[config.mk]
export PLATFORM = sky130hd
export DESIGN_NAME = two_port_command_mailbox
export DESIGN_NICKNAME = d
export VERILOG_FILES = /design/src/mailbox_pkg.sv /design/src/two_port_command_mailbox.sv
export SDC_FILE = /design/constraint.sdc
export NUM_CORES = 1
export LEC_CHECK = 0
export BUFFER_PORTS_ARGS = -buffer_cell sky130_fd_sc_hd__buf_2
export CORE_MARGIN = 3
export CORE_UTILIZATION = 45
export CTS_BUF_LIST = sky130_fd_sc_hd__clkbuf_8 sky130_fd_sc_hd__clkbuf_16
export DETAILED_ROUTE_END_ITERATION = 16
export PLACE_DENSITY = 0.69
export SLEW_MARGIN = 5
export SYNTH_ARGS = -nofsm -noshare
export SYNTH_HDL_FRONTEND = slang
export SYNTH_SLANG_ARGS = --single-unit
[constraint.sdc]
create_clock -name sys_clk_i -period 14.75 [get_ports sys_clk_i]
set_input_delay 2.2125 -clock sys_clk_i [delete_from_list [all_inputs] [get_ports sys_clk_i]]
set_output_delay 2.2125 -clock sys_clk_i [all_outputs]
set_load 0.01 [all_outputs]
[src/mailbox_pkg.sv]
package mailbox_pkg;
	// ==========================================================
	// file geometry
	localparam int WORD_W = 16;
	localparam int NUM_WORDS = 16;
	localparam int IDX_W = 4;
	localparam logic [3:0] IDX_CMD = 4'h0;
	localparam logic [3:0] IDX_ERR = 4'h1;
	localparam logic [3:0] IDX_PAR = 4'h2;
	localparam logic [3:0] IDX_PAR2 = 4'h3;
	localparam logic [3:0] IDX_USER_FIRST = 4'h4;
	localparam logic [3:0] IDX_LAST = 4'hF;
	localparam logic [15:0] WORD_RESET = 16'h0000;
	// ==========================================================
	// command word fields
	localparam int CMD_TEST_BIT = 15;
	localparam int CMD_HR_BIT = 14;
	localparam int SEL_W = 11;
	localparam int CTL_IDENT = 10;
	localparam int CTL_SHM_DIS = 8;
	localparam int CTL_SHM_REP = 7;
	localparam int CTL_SHM_EN = 6;
	localparam int CTL_CFG_REP = 4;
	localparam int CTL_DEBUG = 3;
	localparam int CTL_RESTART = 2;
	localparam int CTL_DMA = 1;
	localparam int CTL_TRAP = 0;
	localparam int DBG_EXIT = 15;
	localparam int DBG_PROCEED = 4;
	localparam int DBG_GO = 3;
	localparam int DBG_DEPOSIT = 2;
	localparam int DBG_REG = 1;
	localparam int DBG_MEM = 0;
	localparam int TEST_REGFILE = 10;
	localparam logic [15:0] TEST_UNUSED_MASK = 16'h7800;
	// ==========================================================
	// error/state word and parameter fields
	localparam int ERR_CMD_BIT = 15;
	localparam int ERR_DMA_BIT = 14;
	localparam logic [2:0] STATE_NONE = 3'b000;
	localparam logic [2:0] STATE_DEBUG = 3'b011;
	localparam logic [2:0] STATE_IDLE = 3'b100;
	localparam logic [15:0] RESTART_USE_SWITCH = 16'h0008;
	localparam logic [15:0] DBG_REG_LAST = 16'h0008;
	localparam int CFG_BOOT_LSB = 4;
	localparam int CFG_MEM_LSB = 1;
	localparam int SHM_BASE_W = 10;
	// ==========================================================
	// modes and external operations
	typedef enum logic [1:0] {MODE_CTRL, MODE_TEST, MODE_DEBUG} mode_t;
	typedef enum logic [3:0] {
		OP_NONE, OP_RESTART, OP_DMA, OP_TRAP, OP_TEST,
		OP_DBG_PROCEED, OP_DBG_GO, OP_DBG_DEPOSIT, OP_DBG_REG, OP_DBG_MEM
	} op_t;
	typedef enum logic [1:0] {ST_IDLE, ST_WAIT, ST_ZERO, ST_DONE} fsm_t;
endpackage : mailbox_pkg

[src/two_port_command_mailbox.sv]
`timescale 1ns/1ps
// Functional notes
// - sixteen 16-bit words, host and local ports
// - disabled file: host reads zero, read-only
// - disabled: writes time out, command word excepted
// - outside debug, bit 15 picks test, else control
// - control bit 3 enters debug until exit, proceed or go
// - bit 14 write resets locally, always
// - resets and debug go disable NMI
// - finished operation clears command word
// - one command bit at a time
// - identify writes board id to word two
// - sharing disable, error if already off
// - sharing report, error when disabled
// - sharing enable loads base and count
// - configuration report: switch and memory type
// - restart: 8 uses switch, over 8 invalid
// - DMA load sets error bit 14, status
// - trap uses PC and status words
// - one test bit, failures in word two
// - test mode bits 14:11 read zero
// - register-file test zeroes words 4-15
// - error word read-only from host
// - state field, 100 means idle
module two_port_command_mailbox
	import mailbox_pkg::*;
#(
	parameter logic [15:0] BOARD_ID = 16'h00A5 // arbitrary identification value
) (
	input wire logic sys_clk_i, // board clock
	input wire logic rstn_i, // async reset, active low
	input wire logic file_enable_i, // file enabled from host-side control
	input wire logic host_req_i, // host access request
	input wire logic host_we_i, // host write
	input wire logic [3:0] host_addr_i, // host word index
	input wire logic [15:0] host_wdata_i, // host write data
	output logic host_ack_o, // host access done
	output logic host_timeout_o, // host write refused
	output logic [15:0] host_rdata_o, // host read data
	input wire logic loc_req_i, // local access request
	input wire logic loc_we_i, // local write
	input wire logic [3:0] loc_addr_i, // local word index
	input wire logic [15:0] loc_wdata_i, // local write data
	output logic loc_ack_o, // local access done
	output logic [15:0] loc_rdata_o, // local read data
	input wire logic [3:0] boot_sw_i, // boot switch pins
	input wire logic [1:0] mem_type_i, // memory type straps
	input wire logic sw_reset_i, // software reset pulse
	input wire logic nmi_arm_i, // NMI enable pulse
	output logic nmi_enable_o, // NMI enabled
	output logic hard_reset_o, // board hard reset pulse
	output logic ext_start_o, // external operation start pulse
	output op_t ext_op_o, // external operation
	output logic [10:0] ext_sel_o, // test select
	output logic [15:0] ext_arg2_o, // word two argument
	output logic [15:0] ext_arg3_o, // word three argument
	input wire logic ext_done_i, // external operation done
	input wire logic ext_fail_i, // external operation failed
	input wire logic [15:0] ext_status_i, // external result
	output logic shm_enable_o, // shared memory enabled
	output logic [9:0] shm_base_o, // shared base address 22:13
	output logic [15:0] shm_blocks_o, // 8 KB blocks minus one
	output logic [2:0] board_state_o // state field
);
	// ==========================================================
	// reset release and pin synchronisers
	logic [1:0] rst_sync_r;
	logic rst_n;
	logic [5:0] pin_s1_r;
	logic [5:0] pin_s2_r;
	logic init_r;
	always_ff @(posedge sys_clk_i or negedge rstn_i) begin
		if (!rstn_i) begin
			rst_sync_r <= 2'b00;
		end else begin
			rst_sync_r <= {rst_sync_r[0], 1'b1};
		end
	end
	assign rst_n = rst_sync_r[1];
	// pins keep sampling through reset so the init copy is settled
	always_ff @(posedge sys_clk_i) begin
		pin_s1_r <= {boot_sw_i, mem_type_i};
		pin_s2_r <= pin_s1_r;
	end
	always_ff @(posedge sys_clk_i or negedge rst_n) begin
		if (!rst_n) begin
			init_r <= 1'b1;
		end else begin
			init_r <= 1'b0;
		end
	end
	// ==========================================================
	// register file and port qualification
	logic [15:0] word_r [NUM_WORDS];
	mode_t mode_r;
	fsm_t state_r;
	logic host_wr, cmd_wr, hr_req, loc_take, host_store;
	assign host_wr = host_req_i & host_we_i;
	assign hr_req = host_wr & (host_addr_i == IDX_CMD) & host_wdata_i[CMD_HR_BIT];
	assign cmd_wr = host_wr & (host_addr_i == IDX_CMD) & file_enable_i & ~hr_req;
	assign host_store = host_wr & file_enable_i & (host_addr_i != IDX_ERR) & ~hr_req;
	assign loc_take = loc_req_i & ~(host_req_i & (host_addr_i == loc_addr_i));
	// ==========================================================
	// command decode
	logic d_done, d_cerr, d_w2_we, d_w3_we, d_shm_on, d_shm_off, d_nmi_off;
	logic [15:0] d_w2, d_w3, d_arg3;
	op_t d_op;
	mode_t d_mode;
	logic [15:0] w;
	function automatic logic one_hot(input logic [10:0] v);
		logic seen;
		logic bad;
		seen = 1'b0;
		bad = 1'b0;
		for (int i = 0; i < SEL_W; i++) begin
			bad = bad | (seen & v[i]);
			seen = seen | v[i];
		end
		return seen & ~bad;
	endfunction : one_hot
	assign w = host_wdata_i;
	always_comb begin
		d_done = 1'b0;
		d_cerr = 1'b0;
		d_w2_we = 1'b0;
		d_w3_we = 1'b0;
		d_w2 = word_r[IDX_PAR];
		d_w3 = word_r[IDX_PAR2];
		d_arg3 = word_r[IDX_PAR2];
		d_shm_on = 1'b0;
		d_shm_off = 1'b0;
		d_nmi_off = 1'b0;
		d_op = OP_NONE;
		d_mode = mode_r;
		if (mode_r == MODE_DEBUG) begin
			if (w[DBG_EXIT]) begin
				d_mode = MODE_CTRL;
				d_done = 1'b1;
			end else if (w[DBG_PROCEED]) begin
				d_mode = MODE_CTRL;
				d_op = OP_DBG_PROCEED;
			end else if (w[DBG_GO]) begin
				d_mode = MODE_CTRL;
				d_nmi_off = 1'b1;
				d_op = OP_DBG_GO;
			end else if (w[DBG_DEPOSIT]) begin
				d_op = OP_DBG_DEPOSIT;
			end else if (w[DBG_REG]) begin
				d_cerr = word_r[IDX_PAR2] > DBG_REG_LAST;
				d_done = d_cerr;
				d_op = d_cerr ? OP_NONE : OP_DBG_REG;
			end else if (w[DBG_MEM]) begin
				d_op = OP_DBG_MEM;
			end
		end else if (w[CMD_TEST_BIT]) begin
			d_mode = MODE_TEST;
			if (one_hot(w[10:0])) begin
				d_op = OP_TEST;
			end else if (w[10:0] != 11'h000) begin
				d_cerr = 1'b1;
				d_done = 1'b1;
			end
		end else begin
			d_mode = MODE_CTRL;
			if (w[10:0] == 11'h000) begin
				d_done = 1'b0;
			end else if (!one_hot(w[10:0])) begin
				d_cerr = 1'b1;
				d_done = 1'b1;
			end else begin
				d_done = 1'b1;
				if (w[CTL_IDENT]) begin
					d_w2_we = 1'b1;
					d_w2 = BOARD_ID;
				end else if (w[CTL_SHM_DIS]) begin
					d_cerr = ~shm_enable_o;
					d_shm_off = 1'b1;
				end else if (w[CTL_SHM_REP]) begin
					d_cerr = ~shm_enable_o;
					d_w2_we = shm_enable_o;
					d_w3_we = shm_enable_o;
					d_w2 = {6'h00, shm_base_o};
					d_w3 = shm_blocks_o;
				end else if (w[CTL_SHM_EN]) begin
					d_shm_on = 1'b1;
				end else if (w[CTL_CFG_REP]) begin
					d_w3_we = 1'b1;
					d_w3 = {8'h00, pin_s2_r[5:2], 1'b0, pin_s2_r[1:0], 1'b0};
				end else if (w[CTL_DEBUG]) begin
					d_mode = MODE_DEBUG;
				end else if (w[CTL_RESTART]) begin
					d_cerr = word_r[IDX_PAR2] > RESTART_USE_SWITCH;
					d_done = d_cerr;
					d_op = d_cerr ? OP_NONE : OP_RESTART;
					if (word_r[IDX_PAR2] == RESTART_USE_SWITCH) begin
						d_arg3 = {12'h000, pin_s2_r[5:2]};
					end
				end else if (w[CTL_DMA]) begin
					d_done = 1'b0;
					d_op = OP_DMA;
				end else if (w[CTL_TRAP]) begin
					d_done = 1'b0;
					d_op = OP_TRAP;
				end
			end
		end
	end
	// ==========================================================
	// operation sequencer
	logic res_w2_we, res_w3_we, res_cerr, res_dma;
	logic [15:0] res_w2, res_w3;
	logic [3:0] zero_idx_r;
	logic trig;
	assign trig = cmd_wr & (state_r == ST_IDLE);
	always_ff @(posedge sys_clk_i or negedge rst_n) begin
		if (!rst_n) begin
			state_r <= ST_IDLE;
			mode_r <= MODE_CTRL;
			ext_start_o <= 1'b0;
			ext_op_o <= OP_NONE;
			ext_sel_o <= 11'h000;
			ext_arg2_o <= WORD_RESET;
			ext_arg3_o <= WORD_RESET;
			{res_w2_we, res_w3_we, res_cerr, res_dma} <= 4'h0;
			res_w2 <= WORD_RESET;
			res_w3 <= WORD_RESET;
			zero_idx_r <= IDX_USER_FIRST;
		end else if (hr_req) begin
			state_r <= ST_IDLE;
			mode_r <= MODE_CTRL;
			ext_start_o <= 1'b0;
			ext_op_o <= OP_NONE;
		end else begin
			ext_start_o <= 1'b0;
			case (state_r)
				ST_IDLE: begin
					if (trig) begin
						mode_r <= d_mode;
						{res_w2_we, res_w3_we, res_cerr, res_dma} <= {d_w2_we, d_w3_we, d_cerr, 1'b0};
						res_w2 <= d_w2;
						res_w3 <= d_w3;
						ext_op_o <= d_op;
						ext_sel_o <= w[10:0];
						ext_arg2_o <= word_r[IDX_PAR];
						ext_arg3_o <= d_arg3;
						if (d_op != OP_NONE) begin
							ext_start_o <= 1'b1;
							state_r <= ST_WAIT;
						end else if (d_done) begin
							state_r <= ST_DONE;
						end
					end
				end
				ST_WAIT: begin
					if (ext_done_i) begin
						res_w2 <= (ext_op_o == OP_TEST) ? {5'h00, ext_status_i[10:0]} : ext_status_i;
						res_w2_we <= (ext_op_o inside {OP_TEST, OP_DMA, OP_DBG_REG, OP_DBG_MEM});
						res_dma <= (ext_op_o == OP_DMA);
						res_cerr <= ext_fail_i & (ext_op_o != OP_TEST);
						zero_idx_r <= IDX_USER_FIRST;
						state_r <= (ext_op_o == OP_TEST && ext_sel_o[TEST_REGFILE]) ? ST_ZERO : ST_DONE;
					end
				end
				ST_ZERO: begin
					zero_idx_r <= zero_idx_r + 4'h1;
					if (zero_idx_r == IDX_LAST) begin
						state_r <= ST_DONE;
					end
				end
				ST_DONE: begin
					state_r <= ST_IDLE;
				end
				default: begin
					state_r <= ST_IDLE;
				end
			endcase
		end
	end
	// ==========================================================
	// word storage: host, local, then sequencer results
	logic [15:0] host_val;
	assign host_val = (mode_r != MODE_DEBUG && w[CMD_TEST_BIT]) ? (w & ~TEST_UNUSED_MASK) : w;
	always_ff @(posedge sys_clk_i or negedge rst_n) begin
		if (!rst_n) begin
			for (int i = 0; i < NUM_WORDS; i++) begin
				word_r[i] <= WORD_RESET;
			end
		end else if (hr_req || init_r) begin
			for (int i = 0; i < NUM_WORDS; i++) begin
				word_r[i] <= WORD_RESET;
			end
			word_r[IDX_ERR][2:0] <= STATE_IDLE;
			word_r[IDX_PAR2][7:4] <= pin_s2_r[5:2];
		end else begin
			if (host_store) begin
				word_r[host_addr_i] <= (host_addr_i == IDX_CMD) ? host_val : w;
			end
			if (loc_take && loc_we_i) begin
				word_r[loc_addr_i] <= loc_wdata_i;
			end
			if (state_r == ST_ZERO) begin
				word_r[zero_idx_r] <= WORD_RESET;
			end
			if (state_r == ST_DONE) begin
				word_r[IDX_CMD] <= WORD_RESET;
				if (res_w2_we) word_r[IDX_PAR] <= res_w2;
				if (res_w3_we) word_r[IDX_PAR2] <= res_w3;
				word_r[IDX_ERR][ERR_CMD_BIT] <= word_r[IDX_ERR][ERR_CMD_BIT] | res_cerr;
				word_r[IDX_ERR][ERR_DMA_BIT] <= word_r[IDX_ERR][ERR_DMA_BIT] | res_dma;
				word_r[IDX_ERR][2:0] <= (mode_r == MODE_DEBUG) ? STATE_DEBUG : STATE_IDLE;
			end
		end
	end
	assign board_state_o = word_r[IDX_ERR][2:0];
	// ==========================================================
	// port answers, one cycle after the request
	always_ff @(posedge sys_clk_i or negedge rst_n) begin
		if (!rst_n) begin
			host_ack_o <= 1'b0;
			host_timeout_o <= 1'b0;
			host_rdata_o <= WORD_RESET;
			loc_ack_o <= 1'b0;
			loc_rdata_o <= WORD_RESET;
		end else begin
			host_timeout_o <= host_wr & ~file_enable_i & (host_addr_i != IDX_CMD);
			host_ack_o <= host_req_i & ~(host_wr & ~file_enable_i & (host_addr_i != IDX_CMD));
			host_rdata_o <= file_enable_i ? word_r[host_addr_i] : WORD_RESET;
			loc_ack_o <= loc_take;
			loc_rdata_o <= word_r[loc_addr_i];
		end
	end
	// ==========================================================
	// NMI enable, hard reset pulse, shared memory settings
	always_ff @(posedge sys_clk_i or negedge rst_n) begin
		if (!rst_n) begin
			nmi_enable_o <= 1'b0;
			hard_reset_o <= 1'b0;
		end else begin
			hard_reset_o <= hr_req;
			if (hr_req || sw_reset_i || (trig && d_nmi_off)) begin
				nmi_enable_o <= 1'b0;
			end else if (nmi_arm_i) begin
				nmi_enable_o <= 1'b1;
			end
		end
	end
	always_ff @(posedge sys_clk_i or negedge rst_n) begin
		if (!rst_n) begin
			shm_enable_o <= 1'b0;
			shm_base_o <= 10'h000;
			shm_blocks_o <= WORD_RESET;
		end else if (hr_req) begin
			shm_enable_o <= 1'b0;
		end else if (trig && d_shm_off) begin
			shm_enable_o <= 1'b0;
		end else if (trig && d_shm_on) begin
			shm_enable_o <= 1'b1;
			shm_base_o <= word_r[IDX_PAR2][SHM_BASE_W-1:0];
			shm_blocks_o <= word_r[IDX_PAR];
		end
	end
	// ==========================================================
	// checks
	property p_hard_reset;
		@(posedge sys_clk_i) disable iff (!rst_n) hr_req |=> hard_reset_o && state_r == ST_IDLE;
	endproperty
	a_hard_reset: assert property (p_hard_reset) else $error("hard reset not taken");
	property p_timeout;
		@(posedge sys_clk_i) disable iff (!rst_n)
			host_wr && !file_enable_i && host_addr_i != IDX_CMD |=> host_timeout_o && !host_ack_o;
	endproperty
	a_timeout: assert property (p_timeout) else $error("disabled write did not time out");
	property p_dis_read;
		@(posedge sys_clk_i) disable iff (!rst_n)
			host_req_i && !host_we_i && !file_enable_i |=> host_ack_o && host_rdata_o == 16'h0000;
	endproperty
	a_dis_read: assert property (p_dis_read) else $error("disabled read not zero");
	property p_clear_cmd;
		@(posedge sys_clk_i) disable iff (!rst_n)
			state_r == ST_DONE && !hr_req |=> word_r[IDX_CMD] == 16'h0000 && state_r == ST_IDLE;
	endproperty
	a_clear_cmd: assert property (p_clear_cmd) else $error("command word not cleared");
	property p_go_nmi;
		@(posedge sys_clk_i) disable iff (!rst_n)
			trig && mode_r == MODE_DEBUG && w[DBG_GO] && !w[DBG_EXIT] && !w[DBG_PROCEED]
			|=> !nmi_enable_o && ext_start_o && ext_op_o == OP_DBG_GO;
	endproperty
	a_go_nmi: assert property (p_go_nmi) else $error("debug go left NMI on");
	property p_test_bits;
		@(posedge sys_clk_i) disable iff (!rst_n)
			host_store && host_addr_i == IDX_CMD && w[CMD_TEST_BIT] && mode_r != MODE_DEBUG
			|=> (word_r[IDX_CMD] & TEST_UNUSED_MASK) == 16'h0000;
	endproperty
	a_test_bits: assert property (p_test_bits) else $error("test bits 14:11 not zero");
	property p_collide;
		@(posedge sys_clk_i) disable iff (!rst_n)
			host_req_i && loc_req_i && host_addr_i == loc_addr_i
			|=> !loc_ack_o && (host_ack_o != host_timeout_o);
	endproperty
	a_collide: assert property (p_collide) else $error("collision not serialized");
	property p_zero;
		@(posedge sys_clk_i) disable iff (!rst_n)
			state_r == ST_ZERO && zero_idx_r == IDX_LAST && !hr_req
			|=> state_r == ST_DONE && word_r[IDX_LAST] == 16'h0000 && word_r[IDX_USER_FIRST] == 16'h0000;
	endproperty
	a_zero: assert property (p_zero) else $error("user words not zeroed");
	property p_err_ro;
		@(posedge sys_clk_i) disable iff (!rst_n)
			host_wr && host_addr_i == IDX_ERR && !(loc_take && loc_we_i) && state_r == ST_IDLE
			|=> $stable(word_r[IDX_ERR]);
	endproperty
	a_err_ro: assert property (p_err_ro) else $error("host changed error word");
	c_debug: cover property (@(posedge sys_clk_i) disable iff (!rst_n) mode_r == MODE_DEBUG);
	c_dma: cover property (@(posedge sys_clk_i) disable iff (!rst_n)
		state_r == ST_WAIT && ext_op_o == OP_DMA && ext_done_i);
	c_zero: cover property (@(posedge sys_clk_i) disable iff (!rst_n) state_r == ST_ZERO);
endmodule : two_port_command_mailbox

==> out/metrics.cfg <==
[setup_path]
max_stage_delay_ps = 660
path_cells = buf_2 > nor4_1 > nand4_1 > buf_4 > clkinv_1 > nor2_1 > o21ai_2 > buf_4 > or2_2 > nor2_1 > a221o_1
cpMaxStageDelayCell = buf_2
cp-end-kind = flop
arrival_ps = 5800
required_ps = 15300
path_class = in -> reg
start_kind = input port
cpLargestDelayFamily = simple AND/OR/NAND/NOR gates
path_buf_inv = 4
cp_max_fo = 39

[global_routing]
grt_max_degree = 74
grt_usage_pct = 29.5
grt_pass1_wl_mm = 126
antenna_found_initial = 5
grt-ovfl-total = 0
grt_pass1_vias = 19196

[die]
dieWidth_um = 237
dieArea_mm2 = 0.0564
ios = 188
start_util_pct = 45.7
fp-row-count = 84
die_h_um = 237
coreArea_mm2 = 0.0528

[timing]
period_share_pct = 35.6
rsz0062_at_grt = no
fin_skew_ps = 21.6
tightest_slew_ps = 1300
slew_viol_final = 0
hold_violations = 0
max_freq_mhz = 190
min_period_ps = 5250
setup-violations-final = 0
maxSlewHeadroom_pct = 12.9
fin_tns_setup_ps = 0
worst_slack_ps = 9500

[logic_synthesis]
synth_top_cell_area_share_pct = 42.9
synth_largest_area_cell = dfrtp_1
synth-seq-area-share_pct = 44.1
synth_edf_count = 0
post_synth_main_area_contributors = dfrtp_1 (43%), mux4_2 (15%), mux2i_1 (8.6%)
synth-seq-cells = 427
ys_warn_count = 0
syn-num-nets = 2276
netlist_instances = 2195
syn_area_mm2 = 0.0241
synth_cell_types = 70
synthFlopType = dfrtp_1
syn_area_per_cell_um2 = 11.0
synth.top_cells.by_count = dfrtp_1 (413), nor2_1 (327), a211oi_1 (211)
yosys.cell_count.top_type = dfrtp_1
postSynth.asyncResetShare_pct = 97.2

[detailed_routing]
avgViaCountPerCell = 6.60
wl_mm = 84.0
wire_per_inst_um = 28.3
vias = 19615
first_iter_violations = 2880
drt_first_pass_iters = 7
drc = 0
postRouteAntennaNets = 0

[placement]
io_buffers = 187
gp_congestion = 0.969
hpwl_mm = 56.1
dp_slack_ps = 8340

[clock_tree]
cts_setup_buffers = 0
cts.sinks = 427
cts_buffers = 47
cts-resized-gates = 0
cts_buffer_depth = 3
cts_hold_buffers = 0
clk_latency_ps = 610
cts_tree = done
h-tree-depth = 2
cts.clk_slew.worst_paths_ps = 60
root_buffer = clkbuf_16

[power]
seqPwrFrac_pct = 44.2
ir_drop_mv = 0.0916
power_density_mw_per_mm2 = 109
power_leakage_nw = 12.1
pwr-share-comb_pct = 15.1
p_sw_mw = 0.869
intPower_mw = 2.05
switching_share_pct = 29.7
clkPwrFrac_pct = 40.7

[cells_and_area]
drive_gt1_share_pct = 23.9
syn_to_final_growth_pct = 11.5
nets = 2326

[worst_hold_path]
hold_class = reg -> reg

[status]
status = finished, final reports clean

[flow_run]
drv_cap = 0

-- layer usage --
| metal | up-vias | global-route usage (%) | share of wire, % |
|---|---|---|---|
| li1 | 8230 | - | - |
| met1 | 9887 | 40.1 | 39 |
| met2 | 1232 | 45.7 | 46 |
| met3 | 260 | 7.24 | 10 |
| met4 | 6 | 12.3 | 4.6 |
| met5 | - | 0 | 0.040 |
-- power by group through the flow --
stage / Clock [mW] / Sequential (mW) / Combinational [mW]
after floorplan: 0 / 1.30 / 0.280
after global placement: 0 / 1.31 / 0.424
after detailed placement: 0 / 1.31 / 0.434
after CTS: 1.20 / 1.29 / 0.435
after global routing: 1.25 / 1.30 / 0.476
final: 1.19 / 1.29 / 0.442
-- cell type report --
type	count	area [um^2]
well taps	688	861
inverters	15	56.3
diodes	1	2.50
repair buffers	220	1190
multi-input cells	1534	12600
clock inverters	26	188
flip-flops and latches	427	10600
fillers	4618	25900
clock buffers	59	1350
-- through the flow --
stage               cell area (um^2)  hold WS [ps]  instances  power, mW  utilization (%)
floorplan                      24100           310       2195       1.58                -
global placement               25300           313       2883       1.73             48.0
detailed placement             25300           312       2883       1.74             48.0
CTS                            26900           326       2968       2.93             51.0
global route                   26900           334       2970       3.02             51.0
finish                         26900           326       2970       2.92             51.0
-- kinds of logic after synthesis --
family | count (synthesis) | synth area share (%)
compound gates | 485 | 13.9
xor+xnor | 4 | 0.145
fa+ha+maj | 9 | 0.457
buf+inv | 234 | 3.81
flops | 427 | 44.1
mux | 431 | 26.8
other cells | 2 | 0.0311
simple gates | 603 | 10.8
-- placed cells by master, fill, tap and decap left out, types with 24 or more instances in the layout --
cell	n
a211oi_1	211
dfrtp_1	412
mux4_2	160
nand3_1	32
mux2i_1	206
clkbuf_16	48
buf_4	34
a22o_1	24
mux2_2	46
buf_2	185
a21oi_1	96
nor2_1	321
o21ai_0	76
nand2_1	143
-- path summary, 6_finish.rpt --
path                       slack (ps)           start  cells after the start             end
min in group asynchronous         460   rst_sync_r[1]                      0  ext_arg3_o[10]
min reg2reg                       330     pin_s1_r[1]                      0     pin_s2_r[1]
min                               330     pin_s1_r[1]                      0     pin_s2_r[1]
max reg2reg                     11710     word_r[205]                      7      state_r[0]
max in group asynchronous       11880   rst_sync_r[1]                      2     word_r[112]
max                              9500  host_addr_i[3]                     11       res_w2[3]
-- registers in the layout (all words and copies together) (netlist names), 2 cells and up --
register,count
ext_op_o,4
host_rdata_o,16
rst_sync_r,2
res_w3,16
zero_idx_r,4
shm_base_o,10
mode_r,2
pin_s2_r,6
state_r,2
ext_sel_o,11
pin_s1_r,6
word_r,253
ext_arg3_o,16
loc_rdata_o,16
ext_arg2_o,16
shm_blocks_o,16
board_state_o,3
res_w2,16
Power figures use the tool's default switching activity.
